$ cat src/rtl/tx_dma_pkg.sv
// Shared constants and types for the transmit descriptor DMA.
package tx_dma_pkg;

  // Command word (offset 0) field positions.
  localparam int OWN_BIT        = 31;
  localparam int RING_END_BIT   = 30;
  localparam int FIRST_SEG_BIT  = 29;
  localparam int LAST_SEG_BIT   = 28;
  localparam int LARGE_SEND_BIT = 27;
  localparam int IP_SUM_BIT     = 18;
  localparam int UDP_SUM_BIT    = 17;
  localparam int TCP_SUM_BIT    = 16;
  localparam int LEN_MSB        = 15;

  // Tag word (offset 4) field positions.
  localparam int TAG_INSERT_BIT = 17;
  localparam int TAG_INFO_MSB   = 15;

  // Descriptor layout: four words, sixteen bytes.
  localparam logic [1:0] WORD_CMD     = 2'h0;
  localparam logic [1:0] WORD_TAG     = 2'h1;
  localparam logic [1:0] WORD_ADDR_LO = 2'h2;
  localparam logic [1:0] WORD_ADDR_HI = 2'h3;
  localparam int         DESC_SHIFT   = 4;

  // Frame editing constants.
  localparam logic [15:0] TAG_PROTO_ID   = 16'h8100;
  localparam logic [3:0]  HDR_ADDR_BYTES = 4'hC;
  localparam logic [3:0]  HDR_TAGGED     = 4'hD;
  localparam logic [1:0]  TAG_LAST_POS   = 2'h3;

  // Reset values.
  localparam logic [31:0] WORD_RESET  = 32'h0;
  localparam logic [63:0] ADDR_RESET  = 64'h0;
  localparam logic [15:0] COUNT_RESET = 16'h0;

  // Stream word: {sum[2:0], sop, eop, data[7:0]}.
  localparam int STREAM_W = 13;

  typedef enum logic [2:0] {
    S_IDLE, S_FETCH, S_PAUSE, S_READ, S_EMIT, S_WB
  } dma_state_t;

  typedef enum logic {I_PASS, I_INSERT} ins_state_t;

endpackage : tx_dma_pkg

$ cat src/rtl/tx_byte_fifo.sv
// Parameterised FIFO between the frame editor and the transmit MAC.
`timescale 1ns/1ps
module tx_byte_fifo
  import tx_dma_pkg::*;
#(
  parameter int WIDTH = STREAM_W,
  parameter int DEPTH = 8
) (
  input  logic             clk,
  input  logic             rst_b,
  input  logic             ce,
  input  logic             wr_valid,
  output logic             wr_ready,
  input  logic [WIDTH-1:0] wr_data,
  output logic             rd_valid,
  input  logic             rd_ready,
  output logic [WIDTH-1:0] rd_data
);
  localparam int AW = $clog2(DEPTH);

  logic [WIDTH-1:0] mem [DEPTH];
  logic [AW-1:0]    wp;
  logic [AW-1:0]    rp;
  logic [AW:0]      cnt;
  logic [AW-1:0]    next_wp;
  logic [AW-1:0]    next_rp;
  logic [AW:0]      next_cnt;
  logic             push;
  logic             pop;

  assign wr_ready = (cnt != AW'(0) + (AW+1)'(DEPTH));
  assign rd_valid = (cnt != '0);
  assign rd_data  = mem[rp];

  always_comb begin
    push     = wr_valid && wr_ready;
    pop      = rd_valid && rd_ready;
    next_wp  = push ? wp + 1'b1 : wp;
    next_rp  = pop ? rp + 1'b1 : rp;
    next_cnt = cnt + (AW+1)'(push) - (AW+1)'(pop);
  end

  always_ff @(posedge clk or negedge rst_b) begin
    if (!rst_b) begin
      wp  <= '0;
      rp  <= '0;
      cnt <= '0;
    end else if (ce) begin
      wp  <= next_wp;
      rp  <= next_rp;
      cnt <= next_cnt;
    end
  end

  // The storage has no reset; only the pointers and count say what is valid.
  always_ff @(posedge clk) begin
    if (ce && push) begin
      mem[wp] <= wr_data;
    end
  end

endmodule : tx_byte_fifo

$ cat src/rtl/tx_tag_inserter.sv
// Inserts the four tag bytes after the address fields of a frame.
`timescale 1ns/1ps
module tx_tag_inserter
  import tx_dma_pkg::*;
(
  input  logic        clk,
  input  logic        rst_b,
  input  logic        ce,
  input  logic [7:0]  in_data,
  input  logic        in_sop,
  input  logic        in_eop,
  input  logic [2:0]  in_sum,
  input  logic        in_valid,
  output logic        in_ready,
  input  logic        tag_on,
  input  logic [15:0] tag_info,
  output logic [7:0]  out_data,
  output logic        out_sop,
  output logic        out_eop,
  output logic [2:0]  out_sum,
  output logic        out_valid,
  input  logic        out_ready
);
  ins_state_t  st;
  ins_state_t  next_st;
  logic [1:0]  pos;
  logic [1:0]  next_pos;
  logic [3:0]  cnt;
  logic [3:0]  next_cnt;
  logic        tag_q;
  logic        next_tag_q;
  logic [15:0] info_q;
  logic [15:0] next_info_q;
  logic        take;

  always_comb begin
    next_st     = st;
    next_pos    = pos;
    next_cnt    = cnt;
    next_tag_q  = tag_q;
    next_info_q = info_q;
    take        = 1'b0;
    out_sop     = 1'b0;
    out_eop     = 1'b0;
    out_sum     = 3'h0;
    in_ready    = 1'b0;
    out_valid   = 1'b0;
    out_data    = in_data;
    unique case (st)
      I_PASS: begin
        // Without a tag request the byte passes unchanged.
        out_valid = in_valid;
        out_sop   = in_sop;
        out_eop   = in_eop;
        out_sum   = in_sum;
        in_ready  = out_ready;
        take      = in_valid && out_ready;
      end
      I_INSERT: begin
        out_valid = 1'b1;
        unique case (pos)
          2'h0: out_data = TAG_PROTO_ID[15:8];
          2'h1: out_data = TAG_PROTO_ID[7:0];
          2'h2: out_data = info_q[15:8];
          2'h3: out_data = info_q[7:0];
        endcase
        if (out_ready) begin
          next_pos = pos + 2'h1;
          if (pos == TAG_LAST_POS) begin
            next_st  = I_PASS;
            next_cnt = HDR_TAGGED;
          end
        end
      end
    endcase
    if (take) begin
      if (in_sop) begin
        next_tag_q  = tag_on;
        next_info_q = tag_info;
        next_cnt    = 4'h1;
      end else if (cnt < HDR_ADDR_BYTES) begin
        next_cnt = cnt + 4'h1;
      end
      if (in_eop) begin
        next_cnt = 4'h0;
      end else if (next_tag_q && next_cnt == HDR_ADDR_BYTES) begin
        next_st  = I_INSERT;
        next_pos = 2'h0;
      end
    end
  end

  always_ff @(posedge clk or negedge rst_b) begin
    if (!rst_b) begin
      st     <= I_PASS;
      pos    <= 2'h0;
      cnt    <= 4'h0;
      tag_q  <= 1'b0;
      info_q <= COUNT_RESET;
    end else if (ce) begin
      st     <= next_st;
      pos    <= next_pos;
      cnt    <= next_cnt;
      tag_q  <= next_tag_q;
      info_q <= next_info_q;
    end
  end

endmodule : tx_tag_inserter

$ cat src/rtl/tx_descriptor_dma.sv
// Transmit descriptor ring walker, buffer reader and status write-back.
//
// Function
// - Host sets ownership bit 31 only when buffer data is ready.
// - After sending a descriptor's data, the device clears its ownership.
// - Ring-end bit 30 sends the pointer back to the first descriptor.
// - First-segment bit 29 marks the start of a packet.
// - Last-segment bit 28 marks the end of a packet.
// - Large-send bit 27 only raises TX_LARGE_SEND_SEEN; the normal layout is always used.
// - Bit 18 requests IP header checksum insertion.
// - Bit 17 requests UDP checksum insertion.
// - Bit 16 requests TCP checksum insertion.
// - Bits 15 to 0 give the exact byte count read from the buffer.
// - Tag-insert bit puts 0x8100 right after the source address.
// - The two tag info bytes follow the inserted protocol identifier.
// - Without tag insertion the frame goes out exactly as supplied.
// - Buffer address low word at offset 8, high word at 12.
// - Write-back keeps ring-end, first and last flags, clears the rest.
`timescale 1ns/1ps
module tx_descriptor_dma
  import tx_dma_pkg::*;
#(
  parameter int IDX_W      = 8,
  parameter int FIFO_DEPTH = 8
) (
  input  logic             REF_CLK,
  input  logic             RST_B,
  input  logic             CE,
  input  logic             TX_ENABLE,
  input  logic             TX_POLL,
  input  logic [63:0]      TX_RING_BASE,
  output logic             TX_BUSY,
  output logic             TX_PAUSED,
  output logic [IDX_W-1:0] TX_DESC_INDEX,
  output logic             TX_DESC_DONE,
  output logic             TX_LARGE_SEND_SEEN,
  output logic [15:0]      TX_PKT_COUNT,
  output logic             MEM_REQ,
  output logic             MEM_WRITE,
  output logic [63:0]      MEM_ADDR,
  output logic [31:0]      MEM_WDATA,
  input  logic             MEM_ACK,
  input  logic [31:0]      MEM_RDATA,
  output logic [7:0]       TX_DATA,
  output logic             TX_SOP,
  output logic             TX_EOP,
  output logic [2:0]       TX_SUM_REQ,
  output logic             TX_VALID,
  input  logic             TX_READY
);
  dma_state_t       state;
  dma_state_t       next_state;
  logic [IDX_W-1:0] idx;
  logic [IDX_W-1:0] next_idx;
  logic [1:0]       word;
  logic [1:0]       next_word;
  logic [31:0]      cmd;
  logic [31:0]      next_cmd;
  logic [31:0]      tag;
  logic [31:0]      next_tag;
  logic [63:0]      ptr;
  logic [63:0]      next_ptr;
  logic [15:0]      rem;
  logic [15:0]      next_rem;
  logic [31:0]      data;
  logic [31:0]      next_data;
  logic             first;
  logic             next_first;
  logic             done;
  logic             next_done;
  logic             lgs;
  logic             next_lgs;
  logic [15:0]      pkts;
  logic [15:0]      next_pkts;
  logic             req;
  logic             next_req;
  logic             we;
  logic             next_we;
  logic [63:0]      addr;
  logic [63:0]      next_addr;
  logic [31:0]      wdata;
  logic [31:0]      next_wdata;
  logic [1:0]       addr_word;

  logic             src_valid;
  logic             src_ready;
  logic [7:0]       src_data;
  logic             src_sop;
  logic             src_eop;
  logic [2:0]       src_sum;
  logic [7:0]       ed_data;
  logic             ed_sop;
  logic             ed_eop;
  logic [2:0]       ed_sum;
  logic             ed_valid;
  logic             ed_ready;
  logic [STREAM_W-1:0] fifo_out;

  // Byte lane chosen by the low address bits, so any buffer alignment works.
  assign src_data = data[{ptr[1:0], 3'b000} +: 8];
  assign src_sop  = first && cmd[FIRST_SEG_BIT];
  assign src_eop  = (rem == 16'h1) && cmd[LAST_SEG_BIT];
  assign src_sum  = {cmd[IP_SUM_BIT], cmd[UDP_SUM_BIT], cmd[TCP_SUM_BIT]};

  always_comb begin
    next_state = state;
    next_idx   = idx;
    next_word  = word;
    next_cmd   = cmd;
    next_tag   = tag;
    next_ptr   = ptr;
    next_rem   = rem;
    next_data  = data;
    next_first = first;
    next_done  = 1'b0;
    next_lgs   = lgs;
    next_pkts  = pkts;
    src_valid  = 1'b0;
    unique case (state)
      S_IDLE: begin
        if (!TX_ENABLE) begin
          next_idx = '0;
        end else begin
          next_state = S_FETCH;
          next_word  = WORD_CMD;
        end
      end
      S_FETCH: begin
        if (MEM_ACK) begin
          next_word = word + 2'h1;
          unique case (word)
            WORD_CMD: begin
              next_cmd = MEM_RDATA;
              if (!MEM_RDATA[OWN_BIT]) begin
                next_state = S_PAUSE;
              end
            end
            WORD_TAG: next_tag = MEM_RDATA;
            WORD_ADDR_LO: next_ptr[31:0] = MEM_RDATA;
            WORD_ADDR_HI: begin
              next_ptr[63:32] = MEM_RDATA;
              // The large-send bit only raises a flag; layout stays normal.
              next_lgs   = lgs | cmd[LARGE_SEND_BIT];
              next_rem   = cmd[LEN_MSB:0];
              next_first = 1'b1;
              if (cmd[LEN_MSB:0] == COUNT_RESET) begin
                next_state = S_WB;
              end else begin
                next_state = S_READ;
              end
            end
          endcase
        end
      end
      S_PAUSE: begin
        // Only the host's poll or a disable leaves this state, as ownership is not
        // watched by the device while the descriptor is host-owned.
        if (!TX_ENABLE) begin
          next_state = S_IDLE;
        end else if (TX_POLL) begin
          next_state = S_FETCH;
          next_word  = WORD_CMD;
        end
      end
      S_READ: begin
        if (MEM_ACK) begin
          next_data  = MEM_RDATA;
          next_state = S_EMIT;
        end
      end
      S_EMIT: begin
        src_valid = 1'b1;
        if (src_ready) begin
          next_ptr   = ptr + 64'h1;
          next_rem   = rem - 16'h1;
          next_first = 1'b0;
          if (rem == 16'h1) begin
            next_state = S_WB;
          end else if (ptr[1:0] == 2'h3) begin
            next_state = S_READ;
          end
        end
      end
      S_WB: begin
        if (MEM_ACK) begin
          next_done = 1'b1;
          next_word = WORD_CMD;
          if (cmd[LAST_SEG_BIT]) begin
            next_pkts = pkts + 16'h1;
          end
          if (cmd[RING_END_BIT]) begin
            next_idx = '0;
          end else begin
            next_idx = idx + 1'b1;
          end
          next_state = TX_ENABLE ? S_FETCH : S_IDLE;
        end
      end
      default: next_state = S_IDLE;
    endcase
  end

  // Memory requests are registered and held until acknowledged.
  always_comb begin
    next_req  = (next_state == S_FETCH) || (next_state == S_READ) ||
                (next_state == S_WB);
    next_we   = (next_state == S_WB);
    addr_word = (next_state == S_WB) ? WORD_CMD : next_word;
    if (next_state == S_READ) begin
      next_addr = {next_ptr[63:2], 2'b00};
    end else begin
      next_addr = TX_RING_BASE + (64'(next_idx) << DESC_SHIFT) +
                  64'({addr_word, 2'b00});
    end
    // Status form: owner cleared, flags kept, low bits reserved zero.
    next_wdata = {1'b0, next_cmd[RING_END_BIT], next_cmd[FIRST_SEG_BIT],
                  next_cmd[LAST_SEG_BIT], 28'h0};
  end

  always_ff @(posedge REF_CLK or negedge RST_B) begin
    if (!RST_B) begin
      state <= S_IDLE;
      idx   <= '0;
      word  <= WORD_CMD;
      cmd   <= WORD_RESET;
      tag   <= WORD_RESET;
      ptr   <= ADDR_RESET;
      rem   <= COUNT_RESET;
      data  <= WORD_RESET;
      first <= 1'b0;
      done  <= 1'b0;
      lgs   <= 1'b0;
      pkts  <= COUNT_RESET;
      req   <= 1'b0;
      we    <= 1'b0;
      addr  <= ADDR_RESET;
      wdata <= WORD_RESET;
    end else if (CE) begin
      state <= next_state;
      idx   <= next_idx;
      word  <= next_word;
      cmd   <= next_cmd;
      tag   <= next_tag;
      ptr   <= next_ptr;
      rem   <= next_rem;
      data  <= next_data;
      first <= next_first;
      done  <= next_done;
      lgs   <= next_lgs;
      pkts  <= next_pkts;
      req   <= next_req;
      we    <= next_we;
      addr  <= next_addr;
      wdata <= next_wdata;
    end
  end

  tx_tag_inserter u_tag (
    .clk       (REF_CLK),
    .rst_b     (RST_B),
    .ce        (CE),
    .in_data   (src_data),
    .in_sop    (src_sop),
    .in_eop    (src_eop),
    .in_sum    (src_sum),
    .in_valid  (src_valid),
    .in_ready  (src_ready),
    .tag_on    (tag[TAG_INSERT_BIT]),
    .tag_info  (tag[TAG_INFO_MSB:0]),
    .out_data  (ed_data),
    .out_sop   (ed_sop),
    .out_eop   (ed_eop),
    .out_sum   (ed_sum),
    .out_valid (ed_valid),
    .out_ready (ed_ready)
  );

  // A full FIFO stalls the buffer reader through the editor's ready.
  tx_byte_fifo #(
    .WIDTH (STREAM_W),
    .DEPTH (FIFO_DEPTH)
  ) u_fifo (
    .clk      (REF_CLK),
    .rst_b    (RST_B),
    .ce       (CE),
    .wr_valid (ed_valid),
    .wr_ready (ed_ready),
    .wr_data  ({ed_sum, ed_sop, ed_eop, ed_data}),
    .rd_valid (TX_VALID),
    .rd_ready (TX_READY),
    .rd_data  (fifo_out)
  );

  // Checksum requests travel with every data byte to the MAC's engine; inserted tag bytes carry zero.
  assign TX_SUM_REQ         = fifo_out[12:10];
  assign TX_SOP             = fifo_out[9];
  assign TX_EOP             = fifo_out[8];
  assign TX_DATA            = fifo_out[7:0];
  assign TX_BUSY            = (state != S_IDLE);
  assign TX_PAUSED          = (state == S_PAUSE);
  assign TX_DESC_INDEX      = idx;
  assign TX_DESC_DONE       = done;
  assign TX_LARGE_SEND_SEEN = lgs;
  assign TX_PKT_COUNT       = pkts;
  assign MEM_REQ            = req;
  assign MEM_WRITE          = we;
  assign MEM_ADDR           = addr;
  assign MEM_WDATA          = wdata;

endmodule : tx_descriptor_dma

$ cat config.mk
export PLATFORM = sky130hd
export DESIGN_NAME = tx_descriptor_dma
export DESIGN_NICKNAME = d
export VERILOG_FILES = /design/src/rtl/tx_dma_pkg.sv /design/src/rtl/tx_byte_fifo.sv /design/src/rtl/tx_tag_inserter.sv /design/src/rtl/tx_descriptor_dma.sv
export SDC_FILE = /design/constraint.sdc
export NUM_CORES = 1
export LEC_CHECK = 0
export BUFFER_PORTS_ARGS = -buffer_cell sky130_fd_sc_hd__buf_2
export CAP_MARGIN = 20
export CORE_ASPECT_RATIO = 0.5
export CORE_UTILIZATION = 35
export CTS_CLUSTER_DIAMETER = 200
export DETAILED_ROUTE_END_ITERATION = 7
export GPL_TIMING_DRIVEN = 0
export PLACE_DENSITY = 0.61
export SYNTH_ARGS = -nofsm -noshare
export SYNTH_HDL_FRONTEND = slang
export SYNTH_HIERARCHICAL = 1
export SYNTH_SLANG_ARGS = --single-unit
$ cat constraint.sdc
create_clock -name REF_CLK -period 5.7 [get_ports REF_CLK]
set_input_delay 0.57 -clock REF_CLK [delete_from_list [all_inputs] [get_ports REF_CLK]]
set_output_delay 0.57 -clock REF_CLK [all_outputs]
set_load 0.03 [all_outputs]
==> metrics.txt <==
routed len/inst=23.38 um; num rows=63; startpoint types=flop; Min-Delay Path Class=input port to flop; Final Non-Filler Cells=3128; ys flop type=dfrtp_1; Power, Total=between 10 and 15 mW; Tightest Pin Transition=~1.1 ns; Synth top area share=0.3374; largest net degree at the start of global routing=121; CTS buffer count=39; Die X=roughly 350 um; grt ovf=0; drt initial violations=between 1500 and 2000; DRC=0; Ports=around 240; layout cell share with drive strength beyond 1=0.2077; Post-synth EDFFs=104; Worst-path clk slew=around 0.060 ns; Vias per Instance=roughly 5.7; Syn Std Cell Area=roughly 21000 um^2; max_cap viols=0; sinks on the clock net=388; PwrDens=around 460 nW/um^2; TritonCTS clock tree=yes; Seq/Total Area, Yosys=0.4857; Area contributors post-synth=dfrtp_1 (34%), edfxtp_1 (15%), mux2_2 (6.3%); leakage=just over 10 nW; Min-Delay Path Depth=3; Layout Nets=2422; Slew HR=0.2843; ys async rst share=0.7320; # diodes=0; GPL Wtd Cong=between 0.9 and 1; first-pass GRT wire length=around 110000 um; die area=61220 um^2; final worst setup slack=0.3240 ns; Post-Synthesis Cells=roughly 2000; Synth area leader=dfrtp_1; DP Worst Slack=about 0.027 ns; dpl cells=3056; clock root buffer=clkbuf_16; Pre-antenna DRT Iters=6; status=finished clean; Crit. End Element=flop; post-CTS setup repair buffer count=0; Synthesis Warnings=6; Crit Path Max Fanout=10; Worst Hold Slack=0.2310 ns; core footprint=59360 um^2; H-tree levels=2; vias in the first global route=between 15000 and 20000; kind of critical path=flop to flop; crit path DAT=between 5 and 6 ns; clk_skew=~0.033 ns; Fill cells=between 5000 and 6000; minimum clock period=~5.4 ns; Setup violations, final=0; initial core utilization=0.3549; initial antenna violation count=3; IO Port Bufs=roughly 210; Distinct cells, synth=84; CP required=6.15 ns; Routed WL=about 73000 um; Die Span Y=between 150 and 200 um; worst skew pair latency=about 0.57 ns; max-slew violation count=0; unrepaired setup endpoints after global routing=false; Post-DP HPWL=between 50000 and 60000 um; worst r2r path cells=20; Hold Fails Final Rpt=0; GRT Overall Usage=0.2369; number of synthesized register bits=388; remaining antenna violation count=0; f_max=between 0.15 and 0.2 GHz; P&R area growth vs syn=17.62%; VDD IR max=between 0.2 and 0.25 mV; fin crit share=0.9432; Vias=between 15000 and 20000; mean area per synthesized cell=approximately 11 um^2; maximum clock path buffer count=3
[sequential cells by signal, summed over array words and instances (netlist names), 2 cells and up]
signal	flops
u_fifo/rp	3
TX_PKT_COUNT	16
tag	17
MEM_ADDR	64
rem	16
u_fifo/cnt	4
cmd	20
ptr	64
u_tag/cnt	4
data	32
u_tag/info_q	16
state	3
MEM_WDATA	3
u_fifo/wp	3
u_tag/pos	2
TX_DESC_INDEX	8
word	2
u_fifo/mem	104
[power breakdown]
| part | switching [mW] | internal, mW | leakage (nW) |
|---|---|---|---|
| sequential | 0.669 | 3.67 | 4.44 |
| clock | 1.17 | 1.62 | 0.664 |
| combinational | 2.65 | 1.59 | 5.23 |
[routing by layer]
| metal | wire length [um] | vias up | share of wire | GRT usage |
|---|---|---|---|---|
| met5 | 0 | - | 0 | 0 |
| met4 | 2288 | 0 | 0.031 | 0.07054 |
| met3 | 6044 | 137 | 0.083 | 0.05062 |
| met2 | 33380 | 737 | 0.46 | 0.3781 |
| met1 | 31420 | 8982 | 0.43 | 0.3232 |
| li1 | - | 7997 | - | - |
[final timing paths]
kind                                   from          endpoint  slack, ns
min reg2reg                TX_PKT_COUNT[15]  TX_PKT_COUNT[15]       0.46
max                                state[0]      MEM_ADDR[50]       0.32
max reg2reg                        state[0]      MEM_ADDR[50]       0.32
min in group asynchronous             RST_B  TX_PKT_COUNT[15]       0.58
min                         TX_RING_BASE[0]       MEM_ADDR[0]       0.23
max in group asynchronous             RST_B      MEM_ADDR[38]       4.09
[per-stage QoR]
step	TNS, ns	util	instance area [um^2]
finish	0	0.4174	24770
global route	0	0.4174	24770
CTS	0	0.4174	24770
detailed placement	0	0.3942	23400
global placement	-439.42	0.3917	23250
floorplan	0	-	21170
[cells in the mapped netlist (9+ instances only)]
| cell type | count |
|---|---|
| dfrtp_1 | 284 |
| a22o_1 | 24 |
| mux2i_1 | 14 |
| a211oi_1 | 17 |
| o31ai_1 | 9 |
| a21o_1 | 24 |
| inv_1 | 42 |
| a21oi_1 | 131 |
| and2_1 | 11 |
| buf_2 | 10 |
| a221oi_1 | 17 |
| ha_1 | 32 |
| and3_1 | 25 |
| o21a_1 | 9 |
| nand2_1 | 165 |
| nand2b_1 | 12 |
| nand4_1 | 47 |
| nor2b_1 | 12 |
| o22ai_1 | 14 |
| edfxtp_1 | 104 |
| o311a_1 | 9 |
| o21ai_0 | 103 |
| or3_1 | 12 |
| a22oi_1 | 11 |
| nor3_1 | 46 |
| o2bb2ai_1 | 12 |
| and4_1 | 14 |
| mux2_2 | 117 |
| nand3_1 | 74 |
| xor2_1 | 28 |
| nor2_1 | 168 |
| o211ai_1 | 12 |
| mux4_1 | 26 |
| buf_4 | 32 |
| xnor2_1 | 49 |
| nor4_1 | 40 |
| mux2_1 | 17 |
| clkbuf_1 | 85 |
| a31oi_1 | 12 |
[cells in the final DEF (no fill, tap or decap), types with 14 or more instances in the layout]
master,netlist,routed
o21ai_0,103,103
dfrtp_1,284,284
a211oi_1,17,17
mux4_1,26,26
nand4_1,47,47
xor2_1,28,28
o22ai_1,14,14
and4_1,14,14
nor3_1,46,44
clkbuf_1,85,89
a21o_1,24,24
inv_1,42,42
nand3_1,74,74
a221oi_1,17,17
buf_2,10,223
edfxtp_1,104,104
mux2_1,17,17
nor2_1,168,164
clkbuf_16,0,40
mux2_2,117,117
a22o_1,24,24
nand2_1,165,165
a21oi_1,131,131
and3_1,25,25
ha_1,32,32
nor4_1,40,40
buf_4,32,34
mux2i_1,14,14
xnor2_1,49,49
conb_1,1,29
[worst max-delay path: stages (launching register included)]
cell,delay (ns)
dfrtp_1,0.31
buf_2,0.20
inv_1,0.16
nand3_1,0.35
clkinv_1,0.42
nand2_1,0.25
o21bai_1,0.16
o211ai_1,0.19
and3_1,0.25
nor2_1,0.19
ha_1,0.25
fa_1,0.26
a211o_1,0.17
a21oi_1,0.09
o21ai_1,0.28
buf_4,0.26
or4b_1,0.60
o21a_1,0.23
o21ai_0,0.21
o21ai_0,0.12
mux2_2,0.29
[cell families after synthesis]
logic type,share of synthesized area
simple gates,0.1584
mux,0.1193
buf+inv,0.03968
fa+ha+maj,0.02091
other cells,0.0001780
xor+xnor,0.03202
compound gates,0.1439
flops,0.4857
[area by class of cell]
type                    count  area, um^2  area share
flip-flops and latches    388       10230      0.4129
clock inverters            23       285.3     0.01152
multi-input cells        1453       10130      0.4089
inverters                  43       161.4    0.006515
well taps                 812        1016     0.04101
clock buffers              49        1075     0.04338
plain buffers             137       670.6     0.02707
repair buffers            223        1206     0.04869
[repair_timing]
item                       in CTS  in global routing
hold buffers                    1                  0
setup endpoints to repair       1                 16
gates resized for setup         1                  1
hold endpoints to repair        4                  0
No activity file was read; power rests on OpenSTA's default activity.
